### config.mk
export PLATFORM = sky130hd
export DESIGN_NAME = epoch_divider_sync
export DESIGN_NICKNAME = d
export VERILOG_FILES = /design/src/verilog/epoch_divider_sync_pkg.sv /design/src/verilog/epoch_divider_sync.sv
export VERILOG_INCLUDE_DIRS = /design/src /design/src/verilog
export SDC_FILE = /design/constraint.sdc
export NUM_CORES = 1
export LEC_CHECK = 0
export BUFFER_PORTS_ARGS = -buffer_cell sky130_fd_sc_hd__buf_2
export CAP_MARGIN = 20
export CORE_MARGIN = 5
export CORE_UTILIZATION = 30
export DETAILED_ROUTE_END_ITERATION = 6
export PLACE_DENSITY_LB_ADDON = 0.05
export SLEW_MARGIN = 10
export SYNTH_ARGS = -nofsm -noshare
export SYNTH_HDL_FRONTEND = slang
export SYNTH_SLANG_ARGS = --single-unit
### constraint.sdc
create_clock -name clock -period 6.3 [get_ports clock]
set_input_delay 1.26 -clock clock [delete_from_list [all_inputs] [get_ports clock]]
set_output_delay 1.26 -clock clock [all_outputs]
set_load 0.05 [all_outputs]
### src/verilog/epoch_divider_sync_cfg.svh
// Constants for the epoch divider: offsets, field positions, reset values and timing counts
// Functional notes
// RL1: A time-standard reset pulse realigns the epoch ticks with standard time.
// RL2: The time-of-day clock divides the epoch to 0.1 Hz, cleared by that pulse.
// RL3: Frame sync output is a 400 ns positive pulse once per epoch.
// RL4: Antenna unit drives sync timeout high on error, low otherwise.
// RL5: Transmit-select is high for modem transmit, low for receive.
// RL6: Role strap low selects master, open selects antenna slave.
// RL7: Room and antenna track/hold outputs are high to track, low to hold.
// RL8: Carrier enable and detected carrier are active high, high meaning carrier on.
// RL9: Data-invalid output is high whenever delay-line data may be invalid.
// RL10: Antenna sync error output is high while out of sync.
// RL11: Antenna provides the 100 kHz clock on four separate outputs.
// RL12: Shaped 5 MHz clock feeds a divide-by-50 giving a 100 kHz square wave.
// RL13: Each 100 kHz falling edge emits three 5 MHz pulses, averaging 300 kHz.
// RL14: A divide-by-15625 on the 300 kHz clock makes the epoch; decodes drive outputs.
// RL15: In acquisition, each detected-carrier rising edge produces a resync pulse.
// RL16: A counter-init pulse initialises the divide-by-50 and divide-by-15625 counters.
// RL17: In a slave, resync output is strapped to counter-init input.
// RL18: Matching sync shifts a zero right into history; mismatch shifts a one left.
// RL19: Eight good comparisons achieve sync, eight bad ones lose it.
// RL20: Sync latch captures the leading edge, enabled from 25 us before predicted sync.
// RL21: Only the rising edge of received sync enters the comparison.
// RL22: After 20 s continuous loss of sync, force antenna modems to receive for 1 s.
// RL23: Master transmit-select rises 106 us before command time, falls 16 us after.
// RL24: Data-invalid spans from 106 us before the epoch reference to 1497 us after.
// RL25: Sync error sets when history is all ones, clears only when all zeros.
`ifndef EPOCH_DIVIDER_SYNC_CFG_SVH
`define EPOCH_DIVIDER_SYNC_CFG_SVH

// ==========================================================
// Clock and divider figures
`define CLK_MHZ        50
`define REF_MHZ        5
`define PRE_DIV        (`CLK_MHZ / `REF_MHZ)
`define DIV_100K       50
`define BURST_LEN      3
`define EPOCH_LEN      15625
`define TICK_KHZ       300

// ==========================================================
// Times in their own units and derived counts
`define FS_NS          400
`define FS_CYCLES      ((`FS_NS * `CLK_MHZ + 999) / 1000)
`define US_TO_TICKS(u) (((u) * `TICK_KHZ) / 1000)
`define TX_LEAD_US     106
`define CMD_US         1000
`define TX_TAIL_US     16
`define INV_END_US     1497
`define WIN_US         25
`define MATCH_TICKS    2
`define LOSS_S         20
`define HOLD_S         1
`define S_TO_CYCLES(s) ((s) * `CLK_MHZ * 1000000)

// ==========================================================
// Register byte offsets and fields
`define REG_CONTROL    4'h0
`define REG_STATUS     4'h4
`define REG_POSITION   4'h8
`define REG_EPOCHS     4'hC
`define CTL_REINIT_BIT 0
`define CTL_FORCE_BIT  1
`define ST_ERR_BIT     0
`define ST_MASTER_BIT  1
`define ST_FORCE_BIT   2
`define ST_ACQ_BIT     3
`define ST_HIST_LSB    8
`define RESP_OKAY      2'h0
`define RESP_SLVERR    2'h2
`define HISTORY_RESET  8'hFF

`endif

### src/verilog/epoch_divider_sync_pkg.sv
// Types shared by the epoch divider: bus carriers and the state record
package epoch_divider_sync_pkg;

  // AXI4-Lite request from the master
  typedef struct packed {
    logic [31:0] awaddr;
    logic        awvalid;
    logic [31:0] wdata;
    logic [3:0]  wstrb;
    logic        wvalid;
    logic        bready;
    logic [31:0] araddr;
    logic        arvalid;
    logic        rready;
  } axi_req_t;

  // AXI4-Lite answer from the slave
  typedef struct packed {
    logic        awready;
    logic        wready;
    logic [1:0]  bresp;
    logic        bvalid;
    logic        arready;
    logic [31:0] rdata;
    logic [1:0]  rresp;
    logic        rvalid;
  } axi_rsp_t;

  // Whole state of the divider
  typedef struct packed {
    logic [3:0]  pre;
    logic [5:0]  div50;
    logic        clk100k;
    logic [1:0]  burst;
    logic [13:0] epochCount;
    logic [4:0]  fsCount;
    logic        frameSync;
    logic [2:0]  dcSync;
    logic [2:0]  ciSync;
    logic [2:0]  tsSync;
    logic [2:0]  stSync;
    logic        dcLevel;
    logic        ciLevel;
    logic        tsLevel;
    logic        stLevel;
    logic        dcPrev;
    logic        ciPrev;
    logic        tsPrev;
    logic        received;
    logic [7:0]  syncHistoryRegister;
    logic        syncError;
    logic [4:0]  resyncCount;
    logic        resync;
    logic [31:0] lossCount;
    logic [31:0] holdCount;
    logic        forcing;
    logic        txSelect;
    logic        roomTrackHold;
    logic        antennaTrackHold;
    logic        carrierEnable;
    logic        dataInvalid;
    logic        epochClock;
    logic        tick300;
    logic        forceRx;
    logic [31:0] epochs;
    logic        awHave;
    logic [31:0] awAddr;
    logic        wHave;
    logic [31:0] wData;
    logic [3:0]  wStrb;
    logic        bValid;
    logic [1:0]  bResp;
    logic        rValid;
    logic [31:0] rData;
    logic [1:0]  rResp;
  } state_t;

endpackage
### src/verilog/epoch_divider_sync.sv
// Epoch divider with slave resynchronisation and an AXI4-Lite register slave
//
// Local design decisions: the AXI4-Lite register port and the address map.
`timescale 1ns/1ps
`default_nettype none
`include "epoch_divider_sync_cfg.svh"

module epoch_divider_sync
  import epoch_divider_sync_pkg::*;
#(
  parameter int unsigned LOSS_CYCLES = `S_TO_CYCLES(`LOSS_S),
  parameter int unsigned HOLD_CYCLES = `S_TO_CYCLES(`HOLD_S)
)(
  input  wire logic       clock,
  input  wire logic       sys_rst,
  input  wire axi_req_t   axiIn,
  output var  axi_rsp_t   axiOut,
  input  wire logic       detectedCarrier,
  input  wire logic       counterInit,
  input  wire logic       timeStdReset,
  input  wire logic       roleStrap,
  output logic            resyncOut,
  output logic            frameSyncPulse,
  output logic            syncTimeout,
  output logic            txSelect,
  output logic            roomTrackHold,
  output logic            antennaTrackHold,
  output logic            carrierEnable,
  output logic            dataInvalidFlag,
  output logic            syncErrorOut,
  output logic [3:0]      tick100k,
  output logic            tick300kIrregular,
  output logic            epochClock
);

  // ==========================================================
  // Derived constants
  localparam logic [3:0]  PRE_LAST  = 4'(`PRE_DIV - 1);
  localparam logic [5:0]  DIV_LAST  = 6'(`DIV_100K - 1);
  localparam logic [5:0]  DIV_HALF  = 6'(`DIV_100K / 2);
  localparam logic [13:0] LAST      = 14'(`EPOCH_LEN - 1);
  localparam logic [13:0] LEAD_AT   = 14'(`EPOCH_LEN - `US_TO_TICKS(`TX_LEAD_US));
  localparam logic [13:0] CMD_END   = 14'(`US_TO_TICKS(`CMD_US));
  localparam logic [13:0] TX_END    = 14'(`US_TO_TICKS(`CMD_US + `TX_TAIL_US));
  localparam logic [13:0] INV_END   = 14'(`US_TO_TICKS(`INV_END_US));
  localparam logic [13:0] WIN_AT    = 14'(`EPOCH_LEN - `US_TO_TICKS(`WIN_US));
  localparam logic [13:0] MATCH_AT  = 14'(`MATCH_TICKS);
  localparam logic [13:0] HALF_EP   = 14'(`EPOCH_LEN / 2);
  localparam logic [4:0]  FS_LOAD   = 5'(`FS_CYCLES);

  // Refuse timer lengths the one-shot cannot serve
  if (LOSS_CYCLES < 2 || HOLD_CYCLES < 2)
  begin : g_bad_timer
    $error("Timeout lengths must be at least two cycles");
  end

  state_t s;
  state_t next;
  logic   tick5;
  logic   fall100k;
  logic   tick300;
  logic   initEvent;
  logic   dcRise;
  logic   isMaster;
  logic   txWin;
  logic   winOpen;
  logic   compareEvent;
  logic   acquire;
  logic   wMapped;
  logic   rMapped;

  // Three-flop filter: accept a new level once stages two and three agree
  function automatic logic filt(input logic [2:0] q, input logic lvl);
    filt = (q[2] == q[1]) ? q[2] : lvl;
  endfunction

  // ==========================================================
  // Event decode from present state
  assign tick5        = (s.pre == PRE_LAST);
  assign fall100k     = tick5 && (s.div50 == DIV_HALF - 6'h01);            // see RL13
  assign tick300      = tick5 && (s.burst != 2'h0);                        // see RL13
  assign initEvent    = (s.ciLevel && !s.ciPrev) || (s.tsLevel && !s.tsPrev); // see RL16
  assign dcRise       = s.dcLevel && !s.dcPrev;                            // see RL21
  assign isMaster     = !s.stLevel;                                        // see RL6
  assign txWin        = (s.epochCount >= LEAD_AT) || (s.epochCount < TX_END);  // see RL23
  assign winOpen      = (s.epochCount >= WIN_AT) || (s.epochCount < MATCH_AT); // see RL20
  assign compareEvent = tick300 && (s.epochCount == MATCH_AT) && !isMaster;
  assign acquire      = (s.syncHistoryRegister == 8'hFF);
  assign wMapped      = (s.awAddr[31:4] == 28'h0000000);
  assign rMapped      = (axiIn.araddr[31:4] == 28'h0000000);

  // ==========================================================
  // Next-state logic
  always_comb
  begin
    next = s;
    // Pin synchronisers
    next.dcSync  = {s.dcSync[1:0], detectedCarrier};
    next.ciSync  = {s.ciSync[1:0], counterInit};
    next.tsSync  = {s.tsSync[1:0], timeStdReset};
    next.stSync  = {s.stSync[1:0], roleStrap};
    next.dcLevel = filt(s.dcSync, s.dcLevel);
    next.ciLevel = filt(s.ciSync, s.ciLevel);
    next.tsLevel = filt(s.tsSync, s.tsLevel);
    next.stLevel = filt(s.stSync, s.stLevel);
    next.dcPrev  = s.dcLevel;
    next.ciPrev  = s.ciLevel;
    next.tsPrev  = s.tsLevel;

    // 5 MHz reference tick and divide-by-50
    next.pre = tick5 ? 4'h0 : s.pre + 4'h1;
    if (tick5)
    begin
      next.div50 = (s.div50 == DIV_LAST) ? 6'h00 : s.div50 + 6'h01;        // see RL12
    end
    // Three-pulse multiplier
    if (fall100k)
    begin
      next.burst = 2'(`BURST_LEN);                                        // see RL13
    end
    else if (tick300)
    begin
      next.burst = s.burst - 2'h1;
    end
    // Divide-by-15625 epoch counter
    if (tick300)
    begin
      next.epochCount = (s.epochCount == LAST) ? 14'h0000 : s.epochCount + 14'h0001; // see RL14
    end
    if (tick300 && s.epochCount == LAST)
    begin
      next.epochs = s.epochs + 32'h00000001;
    end
    // Counter init or time standard realigns both counters
    if (initEvent)
    begin
      next.div50      = 6'h00;                                            // see RL16
      next.burst      = 2'h0;
      next.epochCount = 14'h0000;                                         // see RL1
    end
    next.clk100k = (next.div50 < DIV_HALF);                              // see RL12
    next.tick300 = tick300;

    // Frame sync pulse at each epoch start
    if (tick300 && s.epochCount == LAST)
    begin
      next.fsCount = FS_LOAD;                                             // see RL3
    end
    else if (s.fsCount != 5'h00)
    begin
      next.fsCount = s.fsCount - 5'h01;
    end
    next.frameSync = (next.fsCount != 5'h00);

    // Decoded timing outputs
    if (isMaster)
    begin
      next.txSelect = txWin && !s.forceRx;                                // see RL5
    end
    else
    begin
      next.txSelect = !txWin && !s.forcing && !s.forceRx;                 // see RL22
    end
    next.roomTrackHold    = isMaster && !txWin;                           // see RL7
    next.antennaTrackHold = !isMaster && !txWin;
    next.carrierEnable    = isMaster && (s.epochCount < CMD_END);         // see RL8
    next.dataInvalid      = isMaster && ((s.epochCount >= LEAD_AT) || (s.epochCount < INV_END)); // see RL24
    next.epochClock       = (s.epochCount < HALF_EP);

    // Sync comparison, done before latching so a late edge survives
    if (compareEvent)
    begin
      if (s.received)
      begin
        next.syncHistoryRegister = {1'b0, s.syncHistoryRegister[7:1]};   // see RL18
      end
      else
      begin
        next.syncHistoryRegister = {s.syncHistoryRegister[6:0], 1'b1};   // see RL18
      end
      next.received = 1'b0;
    end
    // Leading-edge latch and acquisition resync
    if (!isMaster && dcRise && acquire)
    begin
      next.resyncCount = FS_LOAD;                                         // see RL15
      next.received    = 1'b1;
    end
    else if (!isMaster && dcRise && winOpen)
    begin
      next.received = 1'b1;                                               // see RL20
    end
    else if (s.resyncCount != 5'h00)
    begin
      next.resyncCount = s.resyncCount - 5'h01;
    end
    next.resync = (next.resyncCount != 5'h00);

    // Loss-of-sync one-shot
    if (!isMaster && s.syncError)
    begin
      if (s.forcing)
      begin
        next.holdCount = s.holdCount + 32'h00000001;
        if (s.holdCount == HOLD_CYCLES - 1)
        begin
          next.forcing   = 1'b0;                                          // see RL22
          next.lossCount = 32'h00000000;
        end
      end
      else
      begin
        next.lossCount = s.lossCount + 32'h00000001;
        if (s.lossCount == LOSS_CYCLES - 1)
        begin
          next.forcing   = 1'b1;                                          // see RL22
          next.holdCount = 32'h00000000;
        end
      end
    end
    else
    begin
      next.lossCount = 32'h00000000;
      next.forcing   = 1'b0;
    end

    // AXI4-Lite write channels
    if (!s.awHave && axiIn.awvalid)
    begin
      next.awHave = 1'b1;
      next.awAddr = axiIn.awaddr;
    end
    if (!s.wHave && axiIn.wvalid)
    begin
      next.wHave = 1'b1;
      next.wData = axiIn.wdata;
      next.wStrb = axiIn.wstrb;
    end
    if (s.bValid && axiIn.bready)
    begin
      next.bValid = 1'b0;
    end
    if (s.awHave && s.wHave && !s.bValid)
    begin
      next.awHave = 1'b0;
      next.wHave  = 1'b0;
      next.bValid = 1'b1;
      next.bResp  = wMapped ? `RESP_OKAY : `RESP_SLVERR;
      if (wMapped && s.awAddr[3:0] == `REG_CONTROL && s.wStrb[0])
      begin
        next.forceRx = s.wData[`CTL_FORCE_BIT];
        if (s.wData[`CTL_REINIT_BIT])
        begin
          next.syncHistoryRegister = `HISTORY_RESET;
        end
      end
    end
    // Master never loses sync
    if (isMaster)
    begin
      next.syncHistoryRegister = 8'h00;
      next.received            = 1'b0;
    end
    // Error flag with hysteresis
    if (next.syncHistoryRegister == 8'hFF)
    begin
      next.syncError = 1'b1;                                              // see RL25
    end
    else if (next.syncHistoryRegister == 8'h00)
    begin
      next.syncError = 1'b0;                                              // see RL19
    end

    // AXI4-Lite read channels
    if (s.rValid && axiIn.rready)
    begin
      next.rValid = 1'b0;
    end
    if (!s.rValid && axiIn.arvalid)
    begin
      next.rValid = 1'b1;
      next.rResp  = rMapped ? `RESP_OKAY : `RESP_SLVERR;
      next.rData  = 32'h00000000;
      if (rMapped)
      begin
        case (axiIn.araddr[3:0])
          `REG_CONTROL:  next.rData = {30'h00000000, s.forceRx, 1'b0};
          `REG_STATUS:   next.rData = {16'h0000, s.syncHistoryRegister, 4'h0, acquire, s.forcing,
                                       isMaster, s.syncError};
          `REG_POSITION: next.rData = {18'h00000, s.epochCount};
          `REG_EPOCHS:   next.rData = s.epochs;
          default:       next.rData = 32'h00000000;
        endcase
      end
    end
  end

  // ==========================================================
  // State register, synchronous reset
  always_ff @(posedge clock)
  begin
    if (sys_rst)
    begin
      s                     <= '0;
      s.clk100k             <= 1'b1;
      s.stLevel             <= 1'b1;
      s.stSync              <= 3'h7;
      s.syncHistoryRegister <= `HISTORY_RESET;
      s.syncError           <= 1'b1;
    end
    else
    begin
      s <= next;
    end
  end

  // ==========================================================
  // Outputs
  assign axiOut.awready    = !s.awHave;
  assign axiOut.wready     = !s.wHave;
  assign axiOut.bvalid     = s.bValid;
  assign axiOut.bresp      = s.bResp;
  assign axiOut.arready    = !s.rValid;
  assign axiOut.rvalid     = s.rValid;
  assign axiOut.rdata      = s.rData;
  assign axiOut.rresp      = s.rResp;
  assign resyncOut         = s.resync;                                    // see RL17
  assign frameSyncPulse    = s.frameSync;
  assign syncTimeout       = s.forcing;                                   // see RL4
  assign txSelect          = s.txSelect;
  assign roomTrackHold     = s.roomTrackHold;
  assign antennaTrackHold  = s.antennaTrackHold;
  assign carrierEnable     = s.carrierEnable;
  assign dataInvalidFlag   = s.dataInvalid;                               // see RL9
  assign syncErrorOut      = s.syncError && s.stLevel;                    // see RL10
  assign tick100k          = {4{s.clk100k}};                              // see RL11
  assign tick300kIrregular = s.tick300;
  assign epochClock        = s.epochClock;                                // see RL2
endmodule // epoch_divider_sync
`default_nettype wire

==> flow_metrics.env <==
export IMPL_outcome="complete, no violations"
export IMPL_layout_setup_ws_ns=3.04
export IMPL_post_cts_resized=0
export IMPL_min_period_ns=3.26
export IMPL_synthAdderAreaFrac_pct=1.54
export IMPL_clockRootBuffer="clkbuf_16"
export IMPL_finalCritPeriodShare_pct=51.8
export IMPL_overflow=0
export IMPL_cp_required_ns=6.79
export IMPL_drive_gt1_share_pct=15.9
export IMPL_yosys_register_bits=246
export IMPL_antenna_found_initial=1
export IMPL_num_io_pins=167
export IMPL_place_inst=1905
export IMPL_finClkSkew_ns=0.0168
export IMPL_worstSetupPathType="input port to register"
export IMPL_wl_per_cell_um=14.6
export IMPL_drtIter0Drc=387
export IMPL_crit_fanout=16
export IMPL_syn_area_mm2=0.0114
export IMPL_slew_headroom_pct=32.7
export IMPL_place_congestion=0.739
export IMPL_yosysTopAreaCellShare_pct=43.2
export IMPL_hp_class="register to register"
export IMPL_synth_compound_area_share_pct=11.5
export IMPL_cts_sinks=246
export IMPL_nets=1553
export IMPL_maxCapViolations=0
export IMPL_hold_viol=0
export IMPL_end_kind="register"
export IMPL_routed_via_density=4.73
export IMPL_die_y_um=205
export IMPL_vdd_drop_max_uv=202
export IMPL_routed_wl_um=28500
export IMPL_rrSetupSlack_ns=3.21
export IMPL_netlist_instances=1369
export IMPL_power_leakage_nw=4.88
export IMPL_dp_slack_ns=2.34
export IMPL_num_antenna_cells=0
export IMPL_rsz0062_at_grt="no"
export IMPL_fp_row_count=71
export IMPL_setup_viol=0
export IMPL_syn_to_final_growth_pct=15.0
export IMPL_r2r_start="s[268]"
export IMPL_yosys_top_cells_area="dfxtp_1, nor2_1, nand2_1, a21oi_1, xnor2_1"
export IMPL_via_count=9264
export IMPL_cp_start_kind="input port"
export IMPL_grt_pass1_vias=9051
export IMPL_maxSlewViolCount=0
export IMPL_track_usage_pct=13.5
export IMPL_postCtsSetupRepairBufs=0
export IMPL_stdcell_count=1960
export IMPL_synth_xor_area_share_pct=5.69
export IMPL_die_area_mm2=0.0420
export IMPL_reg2reg_to="s[138]"
export IMPL_die_x_um=205
export IMPL_synth_distinct_cells=61
export IMPL_reg2reg_depth=9
export IMPL_synthFlopType="dfxtp_1"
export IMPL_cp_data_arrival_time_ns=3.75
export IMPL_tritoncts="done"
export IMPL_holdPathEnd="next[238]"
export IMPL_dp_final_hpwl_um=19700
export IMPL_power_density_mw_per_mm2=276
export IMPL_initial_utilization_pct=30.3
export IMPL_whs_ns=0.407
export IMPL_synth_warnings=0
export IMPL_hold_path_startpoint="next[237]"
export IMPL_coreArea_mm2=0.0376
export IMPL_syn_mean_instance_area_um2=8.32
export IMPL_final_antenna_net_count=0
export IMPL_synthArstFlopShare_pct=0
export IMPL_cts_hold_buf=0
export IMPL_synth_top_family_by_area="simple AND/OR/NAND/NOR gates"
export IMPL_cts_reportedPaths_clkPinSlew_ns=0.06
export IMPL_max_freq_mhz=306
export IMPL_hold_depth=1
export IMPL_cts_made_buffers=31
export IMPL_muxShareOfSynthArea_pct=3.82
export IMPL_synth_simple_gate_area_share_pct=27.8
export IMPL_port_buffers=131
export IMPL_drc=0
export IMPL_clk_path_buf_depth=3
export IMPL_synth_edf_count=0
export IMPL_synth_seq_area_share_pct=43.2
export IMPL_insertion_delay_ns=0.57
export IMPL_first_pass_iters=4
export IMPL_grt_max_degree=89
export IMPL_power_mw=3.61
export IMPL_setup_tns_ns=0
export IMPL_grt_pass1_wl_um=47400
export IMPL_synth_area_leader_cell="dfxtp_1"
export IMPL_tightest_slew_ns=1.01
export IMPL_cts_max_level=1
[power by group]
part	total (mW)	internal, mW	switching (mW)
clock	1.66	0.987	0.671
combinational	0.319	0.121	0.198
sequential	1.64	1.60	0.0331
total	3.61	2.71	0.902
[per-layer routing]
metal  track usage (%)  vias to the layer above  routed length (um)
met5                 0                        -                  20
met4              3.30                        2                 661
met3              2.74                       42                1170
met2              21.5                      135               12300
met1              18.8                     4255               14300
li1                  -                     4830                   -
[registers in the layout, indices dropped and copies added (netlist names)]
register / count
tick300kIrregular: 1
roomTrackHold: 1
frameSyncPulse: 1
s: 188
carrierEnable: 1
dataInvalidFlag: 1
next: 11
txSelect: 1
axiOut: 36
antennaTrackHold: 1
tick100k: 1
epochClock: 1
syncTimeout: 1
resyncOut: 1
[cell usage after synthesis (3+ instances only)]
master	n
a21o_1	10
xor2_1	29
nand3_1	44
nor4_1	35
nor4b_1	5
a211oi_1	4
a21oi_1	100
and4_1	12
a41oi_1	4
nand3b_1	5
nor4_2	3
nor3b_1	3
or2_2	11
mux2i_1	21
and3_1	21
nor2_1	189
dfxtp_1	246
buf_2	8
and2_1	8
or3_1	18
clkbuf_1	55
nand2_1	157
buf_4	43
a31oi_1	7
o21a_1	3
or4_1	3
ha_1	14
a22oi_1	26
xnor2_1	45
a2bb2oi_1	6
inv_1	39
nor3_1	31
nor2b_1	26
o21ai_0	35
mux2_2	20
o211ai_1	3
nand4_1	32
nand2b_1	12
a311oi_1	3
buf_1	6
[worst max path at each step]
stage,slack (ns),end,cells past startpoint,startpoint
2_1_floorplan,3.28,axiOut[24],8,axiIn[12]
3_3_place_gp,2.34,axiOut[20],8,axiIn[23]
3_5_place_dp,2.34,axiOut[27],8,axiIn[20]
4_1_cts,2.93,axiOut[27],8,axiIn[20]
5_1_grt,2.86,axiOut[21],8,axiIn[20]
6_report,3.04,axiOut[27],8,axiIn[20]
[placed cells by master (no fill, tap or decap), types with 35 or more instances in the layout]
cell type,count
inv_1,39
dfxtp_1,246
xnor2_1,45
nor4_1,35
o21ai_0,35
buf_2,130
nand2_1,157
nand3_1,44
a21oi_1,100
nor2_1,189
[worst max-delay path, cell delays in order]
cell     delay [ns]
buf_2          0.10
nor4_1         0.28
nand4_1        0.18
nor4_1         0.80
and2_1         0.28
and3_1         0.60
a22oi_1        0.14
nor2_1         0.12
[through the flow]
step / area (um^2) / util [%]
2_1_floorplan: 11400 / -
3_3_place_gp: 12100 / 32.3
3_5_place_dp: 12100 / 32.3
4_1_cts: 13100 / 34.8
5_1_grt: 13100 / 34.9
6_report: 13100 / 34.9
[layout make-up]
cell class	count	area, um^2
sequential	246	4920
clock buffer	44	865
timing repair buffer	137	711
clock inverter	10	82.6
fill	3995	24500
tap	511	639
multi-input combinational	973	5740
inverter	39	146
[logic make-up (layout without fill, tap and decap cells)]
kind of cell | after synthesis | count (layout)
AND/OR/NAND/NOR | 629 | 629
AO/OA/AOI/OAI | 213 | 213
buffers and inverters | 151 | 230
XOR/XNOR | 74 | 74
adder cells (fa/ha/maj) | 14 | 14
flip-flops | 246 | 246
multiplexers | 41 | 41
other | 1 | 2
Power figures use the tool's default switching activity.
